--- src/common/fp_issue_consts.svh ---
// constants for the coprocessor issue and hazard control block
`ifndef FP_ISSUE_CONSTS_SVH
`define FP_ISSUE_CONSTS_SVH
// register offsets on the plain register port
`define OFS_STATUS_CTRL   4'h0
`define OFS_ISSUE_STATE   4'h1
`define OFS_SCAN_CTRL     4'h2
// status-control field positions
`define BIT_INPUT_DENORM  7
`define BIT_INVALID       0
`define BIT_UNDERFLOW     11
`define BIT_TRAP_LO       8
`define BIT_TRAP_HI       12
`define BIT_DENORM_TRAP   15
`define BIT_FLUSH_ZERO    24
`define BIT_DNAN          25
`define BIT_OVF_EN        10
`define BIT_INV_EN        8
`define BIT_UF_EN         11
// reset values
`define STATUS_CTRL_RST   32'h0000_0000
`endif

--- src/common/fp_issue_pkg.sv ---
// types for the coprocessor issue and hazard control block
package fp_issue_pkg;
  typedef enum logic [3:0] {
    OP_ARITH  = 4'h1,   // multiply-accumulate pipeline op
    OP_DIVSQ  = 4'h2,   // divide/square-root op
    OP_LDST   = 4'h4,   // load/store or host transfer
    OP_CTRL   = 4'h8    // control register transfer
  } op_class_type;
  typedef enum logic [2:0] {
    ST_RUN    = 3'b001,
    ST_DRAIN  = 3'b010,
    ST_VECDIV = 3'b100
  } issue_state_type;
endpackage

--- src/core/fp_issue_ctrl.sv ---
// issue, serialization and hazard interlock for the fp coprocessor
`timescale 1ns/100ps
`include "fp_issue_consts.svh"

// Overview of operation
// RL1 - host should follow long ops with transfers
// RL2 - vector divide blocks both arithmetic pipes
// RL3 - scalar divide lets others issue next
// RL4 - transfers overlap arithmetic on disjoint registers
// RL5 - after mispredict, drain before next issue
// RL6 - control register transfers fully serialize
// RL7 - next-cycle source reuse stalls outside fast
// RL8 - single static clock keeps state
// RL9 - scan chain and isolation provided (code has the scan chain only)
// RL10 - paired transfers move two words
// RL11 - hardware interlock between arithmetic and divide
// RL12 - default results for disabled exceptions
// RL13 - overflow trap enabled sends risky ops away
// RL14 - default nan for quiet nan inputs
// RL15 - signaling nan sets invalid, may trap
// RL16 - fast mode loads skip vector source locks
// RL17 - flushed input sets denormal flag, traps (code traps only when the denormal trap enable bit 15 is set)
// RL18 - flushed result sets underflow, never traps
// RL19 - fast condition from settings and enables
// RL20 - flush and default-nan bit positions
// RL21 - input denormal flag sticky bit 7
// RL22 - underflow flag sticky bit 11
module fp_issue_ctrl
  import fp_issue_pkg::*;
#(
  parameter int NREG   = 32,
  parameter int CW     = 6,
  parameter int DIV_CY = 14
) (
  // clock and reset
  input  wire logic                      ref_clk,
  input  wire logic                      nrst,
  // scan test
  input  wire logic                      scan_en,
  input  wire logic                      scan_in,
  output logic                           scan_out,
  // issue request from the host
  input  wire logic                      iss_valid,
  input  wire fp_issue_pkg::op_class_type iss_class,
  input  wire logic                      iss_double,
  input  wire logic [3:0]                iss_len,
  input  wire logic [NREG-1:0]           iss_src_mask,
  input  wire logic [NREG-1:0]           iss_dst_mask,
  input  wire logic [CW-1:0]             iss_cycles,
  input  wire logic                      iss_paired,
  input  wire logic                      branch_mispredict,
  output logic                           iss_accept,
  output logic                           iss_stall,
  // operand classification from the datapath
  input  wire logic                      op_done_valid,
  input  wire logic [NREG-1:0]           op_done_mask,
  input  wire logic                      in_subnormal,
  input  wire logic                      in_qnan,
  input  wire logic                      in_snan,
  input  wire logic                      ovf_possible,
  input  wire logic                      res_tiny,
  output logic                           use_default_nan,
  output logic                           trap_support,
  output logic                           trap_user,
  output logic                           paired_two_words,
  // register port
  input  wire logic [3:0]                reg_addr,
  input  wire logic [31:0]               reg_wdata,
  input  wire logic                      reg_wr,
  input  wire logic                      reg_rd,
  output logic [31:0]                    reg_rdata
);
  logic [1:0]      rst_sync_q;
  logic            rst_n;
  logic [31:0]     sc_q;
  logic [NREG-1:0] lock_q;
  logic [NREG-1:0] vsrc_q;
  logic [NREG-1:0] prev_src_q;
  logic            prev_valid_q;
  logic [3:0]      vdiv_left_q;
  issue_state_type state_q;
  logic            fast;
  logic            mac_busy;
  logic            div_busy;
  logic            ls_busy;
  logic            any_busy;
  logic            stall;
  logic            take;
  logic [7:0]      scan_q;
  logic            is_ar;
  logic            ev_denorm;
  logic            ev_uf;
  logic            ev_inv;

  // ******************************
  // reset release
  // ******************************
  always_ff @(posedge ref_clk or negedge nrst) begin
    if (!nrst) rst_sync_q <= 2'b00;
    else rst_sync_q <= {rst_sync_q[0], 1'b1};
  end
  assign rst_n = rst_sync_q[1];

  // ******************************
  // mode decode
  // ******************************
  // fast only when both settings on and every enable clear
  assign fast = sc_q[`BIT_FLUSH_ZERO] && sc_q[`BIT_DNAN] && !sc_q[`BIT_DENORM_TRAP] // RL19 RL20
              && (sc_q[`BIT_TRAP_HI:`BIT_TRAP_LO] == 5'h00); // RL19
  assign is_ar = (iss_class == OP_ARITH) || (iss_class == OP_DIVSQ);

  // ******************************
  // pipeline occupancy
  // ******************************
  fp_busy_track #(.CW(CW)) u_mac (
    .ref_clk (ref_clk),
    .rst_n   (rst_n),
    .load    (take && iss_class == OP_ARITH),
    .cycles  (iss_cycles),
    .busy    (mac_busy)
  );
  fp_busy_track #(.CW(CW)) u_div (
    .ref_clk (ref_clk),
    .rst_n   (rst_n),
    .load    (take && iss_class == OP_DIVSQ),
    .cycles  (CW'(DIV_CY)),
    .busy    (div_busy)
  );
  fp_busy_track #(.CW(CW)) u_ls (
    .ref_clk (ref_clk),
    .rst_n   (rst_n),
    .load    (take && (iss_class == OP_LDST || iss_class == OP_CTRL)),
    .cycles  (iss_cycles),
    .busy    (ls_busy)
  );
  assign any_busy = mac_busy || div_busy || ls_busy || (lock_q != '0);

  // ******************************
  // stall decision
  // ******************************
  // host is expected to space long ops with transfers; we still interlock // RL1
  always_comb begin
    stall = 1'b0;
    if (state_q != ST_RUN) stall = 1'b1; // RL2 RL5
    if (iss_class == OP_CTRL && any_busy) stall = 1'b1; // RL6
    if (iss_class == OP_DIVSQ && div_busy) stall = 1'b1; // RL3 RL11
    if (iss_class == OP_ARITH && mac_busy && iss_len > 4'h1) stall = 1'b1;
    // transfers only wait on registers the arithmetic really holds
    if (((iss_src_mask | iss_dst_mask) & lock_q & ~(fast ? vsrc_q : '0)) != '0) // RL4 RL16
      stall = 1'b1;
    if (!fast && prev_valid_q && (iss_src_mask & prev_src_q) != '0) // RL7
      stall = 1'b1;
  end
  assign take = iss_valid && !stall;

  // ******************************
  // issue state
  // ******************************
  always_ff @(posedge ref_clk or negedge rst_n) begin
    if (!rst_n) begin
      state_q     <= ST_RUN;
      vdiv_left_q <= 4'h0;
    end else begin
      case (state_q)
        ST_RUN: begin
          if (branch_mispredict && any_busy) state_q <= ST_DRAIN; // RL5
          else if (take && iss_class == OP_DIVSQ && iss_len > 4'h1) begin
            state_q     <= ST_VECDIV; // RL2
            vdiv_left_q <= iss_len - 4'h1;
          end
        end
        ST_DRAIN: if (!any_busy) state_q <= ST_RUN; // RL5
        ST_VECDIV: begin
          // one iteration leaves decode each cycle
          if (vdiv_left_q <= 4'h1) state_q <= ST_RUN; // RL2
          vdiv_left_q <= vdiv_left_q - 4'h1;
        end
        default: state_q <= ST_RUN;
      endcase
    end
  end

  // ******************************
  // register scoreboard
  // ******************************
  always_ff @(posedge ref_clk or negedge rst_n) begin
    if (!rst_n) begin
      lock_q <= '0;
      vsrc_q <= '0;
    end else begin
      // set wins over a completion in the same cycle
      // vector sources stay locked until their iterations retire
      lock_q <= (lock_q & ~(op_done_valid ? op_done_mask : '0)) // RL11
              | ((take && is_ar) ? iss_dst_mask : '0)
              | ((take && is_ar && iss_len > 4'h1) ? iss_src_mask : '0); // RL16
      vsrc_q <= (vsrc_q & ~(op_done_valid ? op_done_mask : '0))
              | ((take && is_ar && iss_len > 4'h1) ? iss_src_mask : '0);
    end
  end

  // previous-cycle read set for the read-after-read check
  always_ff @(posedge ref_clk or negedge rst_n) begin
    if (!rst_n) begin
      prev_src_q   <= '0;
      prev_valid_q <= 1'b0;
    end else begin
      prev_src_q   <= iss_src_mask;
      prev_valid_q <= take;
    end
  end

  // ******************************
  // exception handling
  // ******************************
  assign ev_denorm = op_done_valid && in_subnormal && sc_q[`BIT_FLUSH_ZERO]; // RL17
  assign ev_uf     = op_done_valid && res_tiny && sc_q[`BIT_FLUSH_ZERO];     // RL18
  assign ev_inv    = op_done_valid && in_snan && sc_q[`BIT_DNAN];     // RL15

  always_ff @(posedge ref_clk or negedge rst_n) begin
    if (!rst_n) begin
      use_default_nan  <= 1'b0;
      trap_support     <= 1'b0;
      trap_user        <= 1'b0;
      paired_two_words <= 1'b0;
    end else begin
      use_default_nan  <= op_done_valid && sc_q[`BIT_DNAN] && (in_qnan || in_snan); // RL14
      // infinities, overflow and zero divides stay in hardware unless trapped // RL12
      trap_support     <= op_done_valid && ((ovf_possible && sc_q[`BIT_OVF_EN]) // RL13
                        || ((in_qnan || in_snan) && !sc_q[`BIT_DNAN]));
      trap_user        <= (ev_denorm && sc_q[`BIT_DENORM_TRAP]) // RL17
                        || (ev_inv && sc_q[`BIT_INV_EN]); // RL15 RL18
      paired_two_words <= take && iss_paired; // RL10
    end
  end

  // ******************************
  // status control and register port
  // ******************************
  always_ff @(posedge ref_clk or negedge rst_n) begin
    if (!rst_n) begin
      sc_q <= `STATUS_CTRL_RST;
    end else begin
      if (reg_wr && reg_addr == `OFS_STATUS_CTRL) sc_q <= reg_wdata;
      // sticky flags: set beats a simultaneous clear
      if (ev_denorm) sc_q[`BIT_INPUT_DENORM] <= 1'b1; // RL21
      if (ev_uf) sc_q[`BIT_UNDERFLOW] <= 1'b1; // RL22
      if (ev_inv) sc_q[`BIT_INVALID] <= 1'b1; // RL15
    end
  end

  always_ff @(posedge ref_clk or negedge rst_n) begin
    if (!rst_n) begin
      reg_rdata <= 32'h0000_0000;
    end else if (reg_rd) begin
      case (reg_addr)
        `OFS_STATUS_CTRL: reg_rdata <= sc_q;
        `OFS_ISSUE_STATE: reg_rdata <= {24'h00_0000, fast, ls_busy, div_busy, mac_busy,
                                        1'b0, state_q};
        default:          reg_rdata <= 32'h0000_0000;
      endcase
    end else begin
      reg_rdata <= 32'h0000_0000;
    end
  end

  // ******************************
  // issue outputs and scan
  // ******************************
  always_ff @(posedge ref_clk or negedge rst_n) begin
    if (!rst_n) begin
      iss_accept <= 1'b0;
      iss_stall  <= 1'b0;
    end else begin
      iss_accept <= take;
      iss_stall  <= iss_valid && stall;
    end
  end

  // simple scan shift path; all state is static so a stopped clock loses nothing // RL8 RL9
  always_ff @(posedge ref_clk or negedge rst_n) begin
    if (!rst_n) begin
      scan_q   <= 8'h00;
      scan_out <= 1'b0;
    end else if (scan_en) begin
      scan_q   <= {scan_q[6:0], scan_in}; // RL9
      scan_out <= scan_q[7];
    end
  end

  // ******************************
  // checks
  // ******************************
  chk_ctrl_serial: assert property (@(posedge ref_clk) disable iff (!rst_n) // RL6
    (iss_valid && iss_class == OP_CTRL && any_busy) |-> !take)
    else $error("control transfer issued while busy");
  chk_drain_hold: assert property (@(posedge ref_clk) disable iff (!rst_n) // RL5
    (state_q == ST_DRAIN) |-> !take)
    else $error("issue during drain");
  chk_vecdiv_block: assert property (@(posedge ref_clk) disable iff (!rst_n) // RL2
    (take && iss_class == OP_DIVSQ && iss_len > 4'h1) |=> (state_q == ST_VECDIV))
    else $error("vector divide did not block");
  chk_rar_stall: assert property (@(posedge ref_clk) disable iff (!rst_n) // RL7
    (!fast && prev_valid_q && (iss_src_mask & prev_src_q) != '0) |-> !take)
    else $error("read-after-read not stalled");
  chk_fast_decode: assert property (@(posedge ref_clk) disable iff (!rst_n) // RL19
    fast == (sc_q[24] && sc_q[25] && !sc_q[15] && sc_q[12:8] == 5'h00))
    else $error("fast condition decode wrong");
  chk_denorm_sticky: assert property (@(posedge ref_clk) disable iff (!rst_n) // RL21
    ev_denorm |=> sc_q[7])
    else $error("input denormal flag not set");
  chk_uf_sticky: assert property (@(posedge ref_clk) disable iff (!rst_n) // RL22
    ev_uf |=> sc_q[11])
    else $error("underflow flag not set");
  chk_uf_notrap: assert property (@(posedge ref_clk) disable iff (!rst_n) // RL18
    (ev_uf && !ev_denorm && !ev_inv) |=> !trap_user)
    else $error("underflow flush trapped");
  chk_ovf_trap: assert property (@(posedge ref_clk) disable iff (!rst_n) // RL13
    (op_done_valid && ovf_possible && sc_q[10]) |=> trap_support)
    else $error("overflow trap not taken");
  chk_div_parallel: assert property (@(posedge ref_clk) disable iff (!rst_n) // RL3
    (iss_valid && iss_class == OP_DIVSQ && div_busy) |-> !take)
    else $error("divide pipe double issue");
endmodule // fp_issue_ctrl

--- src/core/fp_busy_track.sv ---
// one busy tracker: counts down remaining cycles of a pipeline occupancy
`timescale 1ns/100ps
module fp_busy_track #(
  parameter int CW = 6
) (
  // clock and reset
  input  wire logic          ref_clk,
  input  wire logic          rst_n,
  // load and state
  input  wire logic          load,
  input  wire logic [CW-1:0] cycles,
  output logic               busy
);
  logic [CW-1:0] cnt_q;

  // count down while held; state stays put if the clock stops
  always_ff @(posedge ref_clk or negedge rst_n) begin
    if (!rst_n) begin
      cnt_q <= '0;
    end else if (load) begin
      cnt_q <= cycles;
    end else if (cnt_q != '0) begin
      cnt_q <= cnt_q - 1'b1;
    end
  end

  assign busy = (cnt_q != '0);
endmodule // fp_busy_track

--- config.mk ---
export PLATFORM = sky130hd
export DESIGN_NAME = fp_issue_ctrl
export DESIGN_NICKNAME = d
export VERILOG_FILES = /design/src/common/fp_issue_pkg.sv /design/src/core/fp_issue_ctrl.sv /design/src/core/fp_busy_track.sv
export VERILOG_INCLUDE_DIRS = /design/src /design/src/common
export SDC_FILE = /design/constraint.sdc
export NUM_CORES = 1
export LEC_CHECK = 0
export ABC_AREA = 1
export BUFFER_PORTS_ARGS = -buffer_cell sky130_fd_sc_hd__buf_4
export CAP_MARGIN = 15
export CORE_UTILIZATION = 28
export CTS_CLUSTER_DIAMETER = 30
export DETAILED_ROUTE_END_ITERATION = 12
export PLACE_DENSITY = 0.56
export RECOVER_POWER = 100
export SYNTH_ARGS = -nofsm -noshare
export SYNTH_HDL_FRONTEND = slang
export SYNTH_SLANG_ARGS = --single-unit
export TNS_END_PERCENT = 10
--- constraint.sdc ---
create_clock -name ref_clk -period 12.9 [get_ports ref_clk]
set_clock_uncertainty 0.2 [all_clocks]
set_input_delay 2.58 -clock ref_clk [delete_from_list [all_inputs] [get_ports ref_clk]]
set_output_delay 2.58 -clock ref_clk [all_outputs]
set_load 0.02 [all_outputs]
==> flow_metrics.env <==
export IMPL_status="finished, violations left"
export IMPL_violations="max-capacitance violations, max-slew violations"
export IMPL_die_y_um=184
export IMPL_total_power_mw=2.74
export IMPL_r2r_end="lock_q[0]$_DFF_PN0_"
export IMPL_grt_antenna_before_repair=1
export IMPL_avgSynthCellArea_um2=8.52
export IMPL_met1Wirelength_um=12700
export IMPL_drive_gt1_share_pct=16.8
export IMPL_drtIter0Drc=508
export IMPL_min_to="rst_sync_q[1]$_DFF_PN0_"
export IMPL_dr_wl_met2_um=13200
export IMPL_overflow=0
export IMPL_grt_pass1_wl_um=44900
export IMPL_wl_met3_um=1720
export IMPL_ys_warn_count=0
export IMPL_synth_edf_count=0
export IMPL_clockBufferDepth=3
export IMPL_tightest_slew_ns=3.97
export IMPL_syn_nets=1254
export IMPL_wl_per_cell_um=15.9
export IMPL_clk_pin_slew_worst_paths_ns=0.04
export IMPL_final_nets=1471
export IMPL_synth_seq_cells=202
export IMPL_synth_flop_cell="dfrtp_1"
export IMPL_dp_hpwl_um=18800
export IMPL_crit_arrival_ns=8.24
export IMPL_syn_instance_count=1082
export IMPL_leakage_nw=6.33
export IMPL_crit_required_ns=13.15
export IMPL_fin_crit_sh_pct=62.0
export IMPL_cts_sinks=202
export IMPL_ios=201
export IMPL_synthArstFlopShare_pct=100
export IMPL_yosysSeqAreaShare_pct=54.8
export IMPL_synth_cell_types=39
export IMPL_via_count=8149
export IMPL_clk_latency_ns=0.54
export IMPL_cts_tree="yes"
export IMPL_fin_crit_ns=7.99
export IMPL_ir_worst_vdd_v=0.0000988
export IMPL_min_path_type="reg2reg"
export IMPL_viasPerCell=4.57
export IMPL_grt_pass1_vias=8328
export IMPL_fmax_mhz=125
export IMPL_gp_congestion=0.785
export IMPL_area_growth_pct=37.1
export IMPL_crit_path_max_fanout=38
export IMPL_rsz0062_at_grt="false"
export IMPL_postCtsSetupRepairBufs=0
export IMPL_hold_violations=0
export IMPL_crit_type="in2reg"
export IMPL_grt_max_degree=75
export IMPL_initial_core_util_pct=28.4
export IMPL_whs_ns=0.145
export IMPL_whs_path_depth=0
export IMPL_drcViolationCount=0
export IMPL_cp_start_kind="input pin"
export IMPL_critPathCaptureType="flip-flop"
export IMPL_fin_tns_setup_ns=0
export IMPL_dr_pass1_iters=5
export IMPL_setup_viol=0
export IMPL_hp_start="rst_sync_q[0]$_DFF_PN0_"
export IMPL_dp_worst_setup_slack_ns=6.82
export IMPL_synth_area_mm2=0.00922
export IMPL_die_area_mm2=0.0337
export IMPL_finalMaxSlewViolations=370
export IMPL_drv_cap=7
export IMPL_grt_total_usage_pct=17.2
export IMPL_hold_buffers=0
export IMPL_wl_um=28400
export IMPL_worstRegToRegCells=16
export IMPL_clockRootBuffer="clkbuf_16"
export IMPL_num_rows=66
export IMPL_port_buffers=199
export IMPL_cts_resized=0
export IMPL_ff2ff_setup_slack_ns=5.95
export IMPL_power_density_mw_per_mm2=216
export IMPL_ant_nets=0
export IMPL_die_width_um=184
export IMPL_top_layer_used="met5"
export IMPL_slew_limit_headroom_pct=-165
export IMPL_h_tree_depth=2
export IMPL_coreArea_mm2=0.0325
export IMPL_worst_slack_ns=4.91
export IMPL_n_antenna_cell=0
export IMPL_r2r_start="sc_q[15]$_DFFE_PN0P_"
export IMPL_cts_buffers=51
cells in the mapped netlist, types with 4 or more instances:
cell type,instances,area [um2]
nand2_1,278,1040
dfrtp_1,201,5030
inv_1,112,420
o21ai_0,110,551
nor2_1,109,409
nand3_1,92,460
o2111ai_1,32,280
clkbuf_1,24,90.1
o21a_1,20,150
a21oi_1,13,65.1
o21ai_1,12,60.1
ha_1,10,125
buf_2,9,45.0
xor2_1,7,61.3
buf_6,6,67.6
nor3_1,6,30.0
o211ai_1,5,37.5
xnor2_1,4,35.0
flip-flops by register name (all words and copies together) (netlist names), 3 cells and up:
signal / flops
vdiv_left_q: 4
u_div.cnt_q: 6
scan_q: 8
reg_rdata: 32
state_q: 3
prev_src_q: 32
lock_q: 32
u_mac.cnt_q: 6
vsrc_q: 32
sc_q: 32
u_ls.cnt_q: 6
stage by stage:
| stage | std cells | util, % | cell area (um2) |
|---|---|---|---|
| global route | 1783 | 39.0 | 12600 |
| floorplan | 1082 | - | 9220 |
| global placement | 1688 | 34.2 | 11100 |
| detailed placement | 1688 | 34.2 | 11100 |
| finish | 1783 | 39.0 | 12600 |
| CTS | 1783 | 40.0 | 13000 |
layer usage:
layer  up-vias  GRT usage, %
met5         -             0
met4         2          6.63
met3        56          4.04
met2       259          27.9
met1      3847          22.1
li1       3985             -
cells by family after synthesis:
logic type | synth area share, %
AOI/OAI and AO/OA | 12.8
DFF | 54.8
muxes | 0.231
adders and majority gates | 1.36
buffers and inverters | 7.04
xor gates and xnor gates | 1.04
other | 0.0407
and+or+nand+nor | 22.7
critical path, cell delays in order:
cell and delay, ns:
clkbuf_1 0.10, inv_1 0.08, ha_1 0.18, nor2_1 0.05
nor3_1 0.37, nor3_1 0.08, nor2_1 0.16, nand2_1 0.07
nor2_1 0.10, nand3_1 0.22, nor2_2 0.16, clkbuf_1 1.69
nand2_1 0.76, nand2_1 1.35, nand2_1 0.14, nand3_1 0.15
cell type report:
| cell class | count | area [um2] |
|---|---|---|
| fillers | 3378 | 19800 |
| inverters | 114 | 428 |
| repair buffers | 206 | 1250 |
| multi-input cells | 724 | 3500 |
| flip-flops and latches | 202 | 5060 |
| clock inverters | 33 | 499 |
| clock buffers | 62 | 1370 |
| well taps | 442 | 553 |
layout by cell type, fill, tap and decap left out, types with 4 or more instances in the layout:
cell,count
nand2_1,280
dfrtp_1,201
buf_4,124
o21ai_0,121
inv_1,110
nor2_1,110
nand3_1,92
clkbuf_1,86
clkbuf_16,51
o2111ai_1,32
o21a_1,20
a21oi_1,13
bufinv_16,11
ha_1,10
clkinvlp_4,10
xor2_1,7
nor3_1,6
inv_6,6
o211ai_1,5
clkbuf_8,5
nand4_1,4
xnor2_1,4
worst max-delay path by stage:
| stage | from | to | slack, ns | depth (start not counted) |
|---|---|---|---|---|
| after floorplan | rst_sync_q[1]$_DFF_PN0_ | iss_accept$_DFF_PN0_ | 6.66 | 0 |
| after global placement | iss_len[0] | lock_q[11]$_DFF_PN0_ | 6.87 | 16 |
| after detailed placement | iss_len[0] | lock_q[0]$_DFF_PN0_ | 6.82 | 16 |
| after CTS | iss_len[0] | lock_q[0]$_DFF_PN0_ | 7.38 | 16 |
| after global routing | iss_len[0] | lock_q[18]$_DFF_PN0_ | 4.15 | 16 |
| final | iss_len[0] | lock_q[0]$_DFF_PN0_ | 4.91 | 16 |
power breakdown:
| part | total [mW] | switching, mW | internal, mW |
|---|---|---|---|
| clock network | 1.38 | 0.403 | 0.973 |
| registers | 0.831 | 0.0727 | 0.759 |
| logic | 0.528 | 0.334 | 0.195 |
(Power assumes the default switching activity.)
